$ cat config.mk
export PLATFORM = sky130hd
export DESIGN_NAME = sdsr_top
export DESIGN_NICKNAME = d
export VERILOG_FILES = /design/src/logic/sdsr_pkg.sv /design/src/logic/sdsr_byte_mux.sv /design/src/logic/sdsr_top.sv
export VERILOG_INCLUDE_DIRS = /design/src /design/src/logic
export SDC_FILE = /design/constraint.sdc
export NUM_CORES = 1
export LEC_CHECK = 0
export ABC_AREA = 1
export BUFFER_PORTS_ARGS = -buffer_cell sky130_fd_sc_hd__buf_2
export CAP_MARGIN = 10
export CORE_MARGIN = 4
export CORE_UTILIZATION = 40
export CTS_BUF_LIST = sky130_fd_sc_hd__clkbuf_2
export DETAILED_ROUTE_END_ITERATION = 8
export GPL_TIMING_DRIVEN = 0
export SETUP_SLACK_MARGIN = 0.4
export SYNTH_ARGS = -nofsm -noshare
export SYNTH_HDL_FRONTEND = slang
export SYNTH_SLANG_ARGS = --single-unit
$ cat constraint.sdc
create_clock -name pclk -period 3.4 [get_ports pclk]
set_clock_uncertainty 0.2 [all_clocks]
set_input_delay 0.17 -clock pclk [delete_from_list [all_inputs] [get_ports pclk]]
set_output_delay 0.17 -clock pclk [all_outputs]
set_load 0.03 [all_outputs]
$ cat src/logic/sdsr_params.svh
// Purpose: Constants for the scan data status responder.
// Assumes: Included by bare name; holds definitions only.
// Notes: Register offsets are byte addresses on the APB slave.
// Function
// - Header bytes 0-2 hold the count of status bytes after byte 3.
// - Descriptor is eight bytes: id, four reserved, 24-bit count MSB first.
// - Scan complete and all data moved: length zero, no descriptors.
// - Full buffers set the stall flag and hold generation until drained.
// - End of scan also sets the stall flag.
// - Stall flag is zero when neither full nor at end of scan; the code keeps it set while scan_hold waits for the drain.
// - Single-window header byte 3 carries stall in bit 0, other bits zero.
// - Descriptor id byte repeats the identifier the host gave the window.
// - Descriptor count is the bytes ready to send for that window.
// - A window with no data yet reports zero, which is no error.
// - All reserved bytes and bits are sent as zero.
// - Single-window variant returns at most one descriptor.
// - Vendor window flag limits status to the first window.
// - Vendor flag adds secondary area data into that one descriptor.
// - One descriptor per reported window, each for one window only.
// - Wait bit delays the answer until buffer fill reaches the limit; the code also answers once scan_end is set.
// - Sending stops at allocation length or end of status; zero sends nothing.
`ifndef SDSR_PARAMS_SVH
`define SDSR_PARAMS_SVH
`define SDSR_OFF_CTRL    8'h00
`define SDSR_OFF_WINEN   8'h04
`define SDSR_OFF_WINID   8'h08
`define SDSR_OFF_FILL    8'h0C
`define SDSR_OFF_STAT    8'h10
`define SDSR_OFF_MASK    8'h14
`define SDSR_OFF_INFO    8'h18
`define SDSR_CTRL_SINGLE 0
`define SDSR_CTRL_VENDOR 1
`define SDSR_EV_DONE     0
`define SDSR_EV_STALL    1
`define SDSR_EV_CMPL     2
`define SDSR_EV_W        3
`define SDSR_HDR_BYTES   3'h4
`define SDSR_POS_LEN_HI  3'h0
`define SDSR_POS_LEN_MD  3'h1
`define SDSR_POS_LEN_LO  3'h2
`define SDSR_DESC_SHIFT  3
`define SDSR_POS_STALL   3'h3
`define SDSR_POS_ID      3'h0
`define SDSR_POS_CNT_HI  3'h5
`define SDSR_POS_CNT_MD  3'h6
`define SDSR_POS_CNT_LO  3'h7
`endif

$ cat src/logic/sdsr_pkg.sv
// Purpose: Types shared by the scan data status responder.
// Assumes: Constants live in sdsr_params.svh.
// Notes: Structs carry header and descriptor fields together.
package sdsr_pkg;
	typedef enum logic [2:0]
	{
		SDSR_IDLE = 3'b001,
		SDSR_WAIT = 3'b010,
		SDSR_SEND = 3'b100
	} sdsr_state_e;

	typedef struct packed
	{
		logic [23:0] len;
		logic        stall;
	} sdsr_hdr_s;

	typedef struct packed
	{
		logic [7:0]  id;
		logic [23:0] cnt;
	} sdsr_desc_s;
endpackage

$ cat src/logic/sdsr_byte_mux.sv
// Purpose: Selects one response byte from the header or a descriptor.
// Assumes: Position is the byte number within the current part.
// Notes: Purely combinational; the caller registers the result.
`timescale 1ns/10ps
`include "sdsr_params.svh"
module sdsr_byte_mux
	import sdsr_pkg::*;
(
	input  wire logic       in_hdr,
	input  wire logic [2:0] pos,
	input  wire sdsr_hdr_s  hdr,
	input  wire sdsr_desc_s desc,
	output logic      [7:0] byte_o
);
	always_comb
	begin
		byte_o = 8'h00;
		if (in_hdr)
		begin
			unique case (pos)
				`SDSR_POS_LEN_HI: byte_o = hdr.len[23:16];
				`SDSR_POS_LEN_MD: byte_o = hdr.len[15:8];
				`SDSR_POS_LEN_LO: byte_o = hdr.len[7:0];
				`SDSR_POS_STALL: byte_o = {7'h00, hdr.stall};
				default:         byte_o = 8'h00;
			endcase
		end
		else
		begin
			unique case (pos)
				`SDSR_POS_ID:     byte_o = desc.id;
				`SDSR_POS_CNT_HI: byte_o = desc.cnt[23:16];
				`SDSR_POS_CNT_MD: byte_o = desc.cnt[15:8];
				`SDSR_POS_CNT_LO: byte_o = desc.cnt[7:0];
				default:          byte_o = 8'h00;
			endcase
		end
	end
endmodule // sdsr_byte_mux

$ cat src/logic/sdsr_top.sv
// Purpose: Builds and streams the data status response of a scanner.
// Assumes: Scanner side inputs are synchronous to pclk; NWIN is at most 4.
// Notes: Counts are frozen when the answer starts so the bytes agree.
//
// The implementer's own choices: the register offsets and register access over APB.
`timescale 1ns/10ps
`include "sdsr_params.svh"
module sdsr_top
	import sdsr_pkg::*;
#(
	parameter int NWIN = 4,
	parameter int ALW  = 16
)
(
	input  wire logic              pclk,
	input  wire logic              presetn,
	input  wire logic              ce,
	input  wire logic              psel,
	input  wire logic              penable,
	input  wire logic              pwrite,
	input  wire logic [7:0]        paddr,
	input  wire logic [31:0]       pwdata,
	output logic      [31:0]       prdata,
	output logic                   pready,
	output logic                   pslverr,
	input  wire logic              req_valid,
	input  wire logic              req_wait,
	input  wire logic [ALW-1:0]    req_alloc,
	output logic                   req_busy,
	input  wire logic              buf_full,
	input  wire logic              scan_end,
	input  wire logic              xfer_done,
	input  wire logic [23:0]       fill_level,
	input  wire logic [NWIN*24-1:0] avail_cnt,
	input  wire logic [23:0]       sec_cnt,
	output logic                   scan_hold,
	output logic                   stall_flag,
	output logic                   tx_valid,
	output logic      [7:0]        tx_data,
	output logic                   tx_last,
	input  wire logic              tx_ready,
	output logic                   irq
);
	localparam int WIW = (NWIN > 1) ? $clog2(NWIN) : 1;

	sdsr_state_e             st;
	logic [1:0]              ctrl;
	logic [NWIN-1:0]         win_en;
	logic [NWIN*8-1:0]       win_id;
	logic [23:0]             fill_lim;
	logic [`SDSR_EV_W-1:0]   stat;
	logic [`SDSR_EV_W-1:0]   mask;
	logic [`SDSR_EV_W-1:0]   ev;
	logic [`SDSR_EV_W-1:0]   next_stat;
	logic [23:0]             snap [NWIN];
	logic [NWIN-1:0]         win_en_q;
	logic [WIW-1:0]          cur_win;
	logic [WIW-1:0]          first_win;
	logic [NWIN-1:0]         sel_mask;
	logic [ALW-1:0]          alloc_q;
	logic [ALW-1:0]          lim_q;
	logic [ALW-1:0]          bcnt;
	logic [ALW-1:0]          tx_idx;
	logic [ALW-1:0]          dofs;
	logic [ALW-1:0]          next_alloc;
	logic [ALW-1:0]          next_total;
	logic [23:0]             next_len;
	sdsr_hdr_s               hdr_q;
	sdsr_desc_s              desc_w;
	logic [7:0]              byte_w;
	logic                    in_hdr;
	logic                    not_ready;
	logic                    go;
	logic                    complete;
	logic                    tx_adv;
	logic                    done_ev;
	logic                    drained;
	logic                    next_hold;
	logic                    next_stall;
	logic                    wr_ok;
	logic                    rd_req;

	function automatic logic [WIW-1:0] next_en(input logic [NWIN-1:0] m, input int from);
		logic [WIW-1:0] r;
		r = '0;
		for (int i = NWIN - 1; i >= 0; i--)
		begin
			if (i >= from && m[i])
				r = WIW'(i);
		end
		return r;
	endfunction

	function automatic logic [ALW-1:0] ones(input logic [NWIN-1:0] m);
		logic [ALW-1:0] n;
		n = '0;
		for (int i = 0; i < NWIN; i++)
			n = n + ALW'(m[i]);
		return n;
	endfunction

	function automatic logic reg_hit(input logic [7:0] a);
		return a == `SDSR_OFF_CTRL || a == `SDSR_OFF_WINEN || a == `SDSR_OFF_WINID
			|| a == `SDSR_OFF_FILL || a == `SDSR_OFF_STAT || a == `SDSR_OFF_MASK
			|| a == `SDSR_OFF_INFO;
	endfunction

	assign wr_ok = psel && penable && pready && pwrite;
	assign rd_req = psel && penable && !pready;

	// Register file; the extra wait state lets prdata and pslverr come from flops.
	always_ff @(posedge pclk or negedge presetn)
	begin
		if (!presetn)
		begin
			pready   <= 1'b0;
			pslverr  <= 1'b0;
			prdata   <= 32'h0000_0000;
			ctrl     <= 2'h0;
			win_en   <= '0;
			win_id   <= '0;
			fill_lim <= 24'h00_0000;
			mask     <= '0;
		end
		else if (ce)
		begin
			pready <= rd_req;
			if (rd_req)
			begin
				pslverr <= !reg_hit(paddr);
				prdata  <= 32'h0000_0000;
				unique case (paddr)
					`SDSR_OFF_CTRL:  prdata <= 32'(ctrl);
					`SDSR_OFF_WINEN: prdata <= 32'(win_en);
					`SDSR_OFF_WINID: prdata <= 32'(win_id);
					`SDSR_OFF_FILL:  prdata <= 32'(fill_lim);
					`SDSR_OFF_STAT:  prdata <= 32'(stat);
					`SDSR_OFF_MASK:  prdata <= 32'(mask);
					`SDSR_OFF_INFO:  prdata <= {req_busy, stall_flag, scan_hold, 5'h00, hdr_q.len};
					default:         prdata <= 32'h0000_0000;
				endcase
			end
			if (wr_ok)
			begin
				unique case (paddr)
					`SDSR_OFF_CTRL:  ctrl <= pwdata[1:0];
					`SDSR_OFF_WINEN: win_en <= pwdata[NWIN-1:0];
					`SDSR_OFF_WINID: win_id <= pwdata[NWIN*8-1:0];
					`SDSR_OFF_FILL:  fill_lim <= pwdata[23:0];
					`SDSR_OFF_MASK:  mask <= pwdata[`SDSR_EV_W-1:0];
					default:         ;
				endcase
			end
		end
	end

	// Buffer stall: the hold persists until the host has drained every window.
	assign drained = ~|avail_cnt;
	assign next_hold = buf_full || (scan_hold && !drained);
	assign next_stall = next_hold || scan_end;

	always_ff @(posedge pclk or negedge presetn)
	begin
		if (!presetn)
		begin
			scan_hold  <= 1'b0;
			stall_flag <= 1'b0;
		end
		else if (ce)
		begin
			scan_hold  <= next_hold;
			stall_flag <= next_stall;
		end
	end

	// Response planning, evaluated in the cycle the answer starts.
	assign not_ready = fill_level < fill_lim && !scan_end;
	assign go = (st == SDSR_IDLE && req_valid && !(req_wait && not_ready))
		|| (st == SDSR_WAIT && !not_ready);
	assign complete = scan_end && xfer_done;
	assign first_win = next_en(win_en, 0);

	always_comb
	begin
		sel_mask = win_en;
		if (ctrl[`SDSR_CTRL_SINGLE] || ctrl[`SDSR_CTRL_VENDOR])
			sel_mask = (|win_en) ? NWIN'(1) << first_win : '0;
		if (complete)
			sel_mask = '0;
	end

	assign next_alloc = (st == SDSR_IDLE) ? req_alloc : alloc_q;
	assign next_len = 24'(ones(sel_mask) << `SDSR_DESC_SHIFT);
	assign next_total = ALW'(next_len) + ALW'(`SDSR_HDR_BYTES);

	// Counts are frozen per window; a window not reached yet simply reads zero.
	always_ff @(posedge pclk or negedge presetn)
	begin
		if (!presetn)
		begin
			for (int i = 0; i < NWIN; i++)
				snap[i] <= 24'h00_0000;
		end
		else if (ce && go)
		begin
			for (int i = 0; i < NWIN; i++)
			begin
				snap[i] <= avail_cnt[i*24 +: 24];
				if (ctrl[`SDSR_CTRL_VENDOR] && first_win == WIW'(i))
					snap[i] <= avail_cnt[i*24 +: 24] + sec_cnt;
			end
		end
	end

	assign in_hdr = bcnt < ALW'(`SDSR_HDR_BYTES);
	assign dofs = bcnt - ALW'(`SDSR_HDR_BYTES);
	assign desc_w.id = win_id[cur_win*8 +: 8];
	assign desc_w.cnt = snap[cur_win];
	assign tx_adv = !tx_valid || tx_ready;
	assign done_ev = st == SDSR_SEND && tx_adv && bcnt >= lim_q;

	sdsr_byte_mux u_mux
	(
		.in_hdr (in_hdr),
		.pos    (in_hdr ? bcnt[2:0] : dofs[2:0]),
		.hdr    (hdr_q),
		.desc   (desc_w),
		.byte_o (byte_w)
	);

	// Request and byte stream sequencing.
	always_ff @(posedge pclk or negedge presetn)
	begin
		if (!presetn)
		begin
			st       <= SDSR_IDLE;
			req_busy <= 1'b0;
			alloc_q  <= '0;
			lim_q    <= '0;
			bcnt     <= '0;
			tx_idx   <= '0;
			tx_valid <= 1'b0;
			tx_data  <= 8'h00;
			tx_last  <= 1'b0;
			hdr_q    <= '0;
			win_en_q <= '0;
			cur_win  <= '0;
		end
		else if (ce)
		begin
			unique case (st)
				SDSR_IDLE:
				begin
					if (req_valid)
					begin
						alloc_q  <= req_alloc;
						req_busy <= 1'b1;
						st       <= go ? SDSR_SEND : SDSR_WAIT;
					end
				end
				SDSR_WAIT:
				begin
					if (go)
						st <= SDSR_SEND;
				end
				SDSR_SEND:
				begin
					if (tx_adv)
					begin
						if (bcnt < lim_q)
						begin
							tx_valid <= 1'b1;
							tx_data  <= byte_w;
							tx_idx   <= bcnt;
							tx_last  <= bcnt + ALW'(1) == lim_q;
							bcnt     <= bcnt + ALW'(1);
							if (!in_hdr && dofs[2:0] == `SDSR_POS_CNT_LO)
								cur_win <= next_en(win_en_q, int'(cur_win) + 1);
						end
						else
						begin
							tx_valid <= 1'b0;
							tx_last  <= 1'b0;
							req_busy <= 1'b0;
							st       <= SDSR_IDLE;
						end
					end
				end
			endcase
			if (go)
			begin
				bcnt      <= '0;
				hdr_q.len <= next_len;
				hdr_q.stall <= stall_flag;
				lim_q     <= (next_total < next_alloc) ? next_total : next_alloc;
				win_en_q  <= sel_mask;
				cur_win   <= next_en(sel_mask, 0);
			end
		end
	end

	// Events are sticky; a write of one clears, but a same-cycle event wins.
	always_comb
	begin
		ev = '0;
		ev[`SDSR_EV_DONE]  = done_ev;
		ev[`SDSR_EV_STALL] = next_stall && !stall_flag;
		ev[`SDSR_EV_CMPL]  = go && complete;
		next_stat = stat;
		if (wr_ok && paddr == `SDSR_OFF_STAT)
			next_stat = next_stat & ~pwdata[`SDSR_EV_W-1:0];
		next_stat = next_stat | ev;
	end

	always_ff @(posedge pclk or negedge presetn)
	begin
		if (!presetn)
		begin
			stat <= '0;
			irq  <= 1'b0;
		end
		else if (ce)
		begin
			stat <= next_stat;
			irq  <= |(next_stat & mask);
		end
	end
endmodule // sdsr_top

==> metrics <==
status=finished clean; number of nets in the layout=4206; dominant combinational cell family by area after synthesis=simple AND/OR/NAND/NOR gates; count of cells along the worst register-to-register path=14; actual slew at the worst max-slew pin=0.803 ns; Initial DRC Count=around 2100; placed cell areas=0.0234 sq mm; largest net degree at the start of global routing=approximately 120; hold path cells=6; All-Layer GR Usage=0.298; vias after detailed routing=24353; root buffer cell=clkbuf_2; syn_area_per_cell=roughly 6.7 sq um; clock-pin transition on the worst setup and hold timing paths=0.09 ns; Die Wd=238 um; hold violation count in the final report=0; number of I/O port buffers=around 260; H-tree level count=3; count of nets left with antenna violations after detail routing=0; setup repair after global routing missed its margin=true; startpoint class of the critical path=register; fraction of synthesized area in multiplexers=0.00473; ys flop type=dfrtp_1; CTS tree=done; Avg Vias per Cell=~5.3; parity-gate share of the synthesized area counting xor and xnor cells=0.0199; pwr dens=478 mW/mm^2; share of the clock period used by the worst path=0.893; TritonCTS Sinks=272; insertion delay to the later sink of the worst-skew pair=0.92 ns; maximum net fanout on the critical path=8; via count of the first global-routing pass=23301; Syn Std Cell Area=approximately 0.021 sq mm; number of antenna violations at the first check in global routing=2; Bufs on Longest Clock Path=3; Std-Cell Core Area=0.0524 sq mm; number of fillers in the final layout=5248; number of I/O pins=260; residual overflow from global routing=0; overall die area=0.0566 sq mm; sequential cell area fraction in the yosys report=0.322; max-slew violation count=0; data required time of the critical path=approximately 4.0 ns; first-pass GRT wire length=133000 um; number of buffers created by CTS=75; number of storage elements in the synthesis netlist=272; post-synthesis simple-gate area fraction=0.311; Max Freq=329 MHz; Initial Utilization=0.403; synthesized-area fraction occupied by ao, oa, aoi and oai cells=0.166; share of post-route cells with drive strength above 1=0.137; endpoints failing setup=0; Final GP Congestion=1.01; Detailed Routing Iterations Pass 1=7; die extent in y=238 um; synthesized netlist cell count=3174; Peak supply drop=0.000262 V; shortest period the worst path allows=3.04 ns; leakage power of the design=approximately 14 nW; synthesis warning total=0; num rows=84; capturing element type of the critical path=register; average wire length per cell after detail routing=19.1 um; total of max-cap violations=0; final non-filler cell area=0.0276 sq mm; final WL=just under 90000 um; post-detailed-placement half-perimeter wirelength=67700 um; residual DRC count=0; relative area change from synthesis to final layout=30.5%; final design utilization=0.527; type of the worst setup path=reg2reg; count of flip-flops with a built-in enable after synthesis=0; synthesized net count=3532; Cell variety after synth=between 50 and 60; min-delay worst type=in2reg; area share of fa/ha/maj cells after synthesis=0.0877; Async S/R FF share, synth=1.00; worst path arrival time=3.63 ns; headroom to the max-slew limit=0.463
## final timing paths
| path | slack (ns) | to | startpoint |
|---|---|---|---|
| worst max-delay path | 0.36 | lim_q[5] | win_en[0] |
| worst min-delay path | 0.07 | snap[5] | avail_cnt[77] |
| worst max register to register | 0.36 | lim_q[5] | win_en[0] |
| worst min register to register | 0.27 | lim_q[8] | lim_q[8] |
| max in group asynchronous | 1.73 | snap[26] | presetn |
| min in group asynchronous | 0.15 | prdata[31] | presetn |
## timing repair
item,4_1_cts,5_1_grt
buffers inserted,8,6
pin swaps,16,16
hold buffers,321,1
endpoints found under the hold margin,449,1
setup endpoints to repair,7,62
gates resized for setup,35,24
## state kept, by name, summed over array words and instances, names as in the netlist, 4 cells and up
signal    flops
snap         96
prdata       32
win_id       32
fill_lim     24
alloc_q      16
bcnt         16
lim_q        16
tx_data       8
hdr_q         4
win_en        4
## stage by stage
| stage | total power [mW] | setup TNS [ns] | std cells | hold WS, ns | setup WS [ns] |
|---|---|---|---|---|---|
| 5_1_grt | 14.2 | 0 | 4589 | 0.0507 | 0.221 |
| 3_3_place_gp | 10.3 | -870.94 | 4121 | 0.220 | -3.24 |
| 2_1_floorplan | 8.32 | 0 | 3174 | -0.326 | 0.598 |
| 3_5_place_dp | 10.4 | -0.215 | 4123 | -0.0902 | -0.201 |
| 4_1_cts | 13.1 | 0 | 4580 | 0.00138 | 0.369 |
| 6_report | 13.2 | 0 | 4589 | 0.0651 | 0.364 |
## synthesized netlist by cell type, types with 5 or more instances
library cell     n  area share
nand3_1        166       0.039
mux2i_1         10      0.0047
o21ai_2          5      0.0021
nand3b_1         5      0.0018
xnor2_1         20      0.0083
inv_2           13      0.0023
nor2_2           7      0.0021
o221ai_1        18      0.0074
a21oi_1        176       0.042
dfrtp_1        271        0.32
clkbuf_1        46      0.0082
buf_6            5      0.0027
o21ai_1         60       0.014
xor2_1          28       0.012
nor4_1           6      0.0018
o31ai_1          5      0.0018
o21ai_0        280       0.066
o22ai_1         33      0.0098
or2_2           14      0.0041
o211ai_1         9      0.0032
buf_2           28      0.0066
o21bai_1        18      0.0064
inv_1          373       0.066
o21a_1           7      0.0025
a21o_1           6      0.0021
a31oi_1          7      0.0021
buf_4            9      0.0032
nand4_1         54       0.016
o2111ai_1        7      0.0029
nor3_1          30      0.0071
nor2_1         231       0.041
nor3_2           6      0.0028
nand2_2          7      0.0021
nand2_1       1036        0.18
ha_1           142       0.084
## power breakdown
part / switching [mW] / leakage, nW / internal, mW
Clock: 1.42 / 0.507 / 0.940
Combinational: 4.20 / 10.0 / 2.14
Sequential: 0.454 / 3.53 / 4.05
## metal layers
metal / track usage / wire length, um / vias to the layer above
met4: 0.129 / 4300 / 0
met3: 0.0527 / 6860 / 221
met5: 0 / 0 / -
met2: 0.481 / 39500 / 1012
li1: - / - / 11828
met1: 0.396 / 37100 / 11292
## cell usage in the layout, fill, tap and decap left out, types with 14 or more instances in the layout
cell / n
o221ai_1: 18
inv_2: 17
clkbuf_2: 115
nand3_1: 164
nand2_1: 1033
nor2_1: 227
o21bai_1: 18
nor3_1: 29
xor2_1: 27
o21ai_0: 275
o21ai_1: 62
buf_4: 22
xnor2_1: 20
o22ai_1: 33
nand4_1: 54
a21oi_1: 173
dlygate4sd3_1: 319
clkbuf_1: 43
inv_1: 368
ha_1: 136
dfrtp_1: 269
or2_2: 14
buf_2: 286
## critical path, stage by stage, from the launching register on
cell and delay (ns):
dfrtp_2 0.48, nor2_4 0.16, nand2_1 0.14, a21oi_4 0.25, ha_4 0.25, ha_4 0.15
a21boi_4 0.15, ha_4 0.28, a21oi_2 0.05, or2_1 0.21, nand2_2 0.09, nand2_4 0.09
o21ai_2 0.24, nand2_1 0.10, nand2_1 0.07
## cell type report
type	instances	area, sq um	area share
diodes	2	5.00	0.000181
plain buffers	89	444	0.0161
clock buffers	112	561	0.0203
clock inverters	16	90.1	0.00326
inverters	386	1460	0.0527
multi-input cells	2427	12700	0.459
flip-flops and latches	272	6810	0.247
well taps	688	861	0.0312
repair buffers	597	4720	0.171
## cells by family (layout without fill, tap and decap cells)
kind of cell,count (synthesis),count (layout)
AO/OA/AOI/OAI,641,641
XOR/XNOR,48,48
adder cells (fa/ha/maj),146,146
buffers and inverters,475,1200
flip-flops,272,272
multiplexers,10,10
other,0,2
AND/OR/NAND/NOR,1582,1582
(Power assumes the default switching activity.)
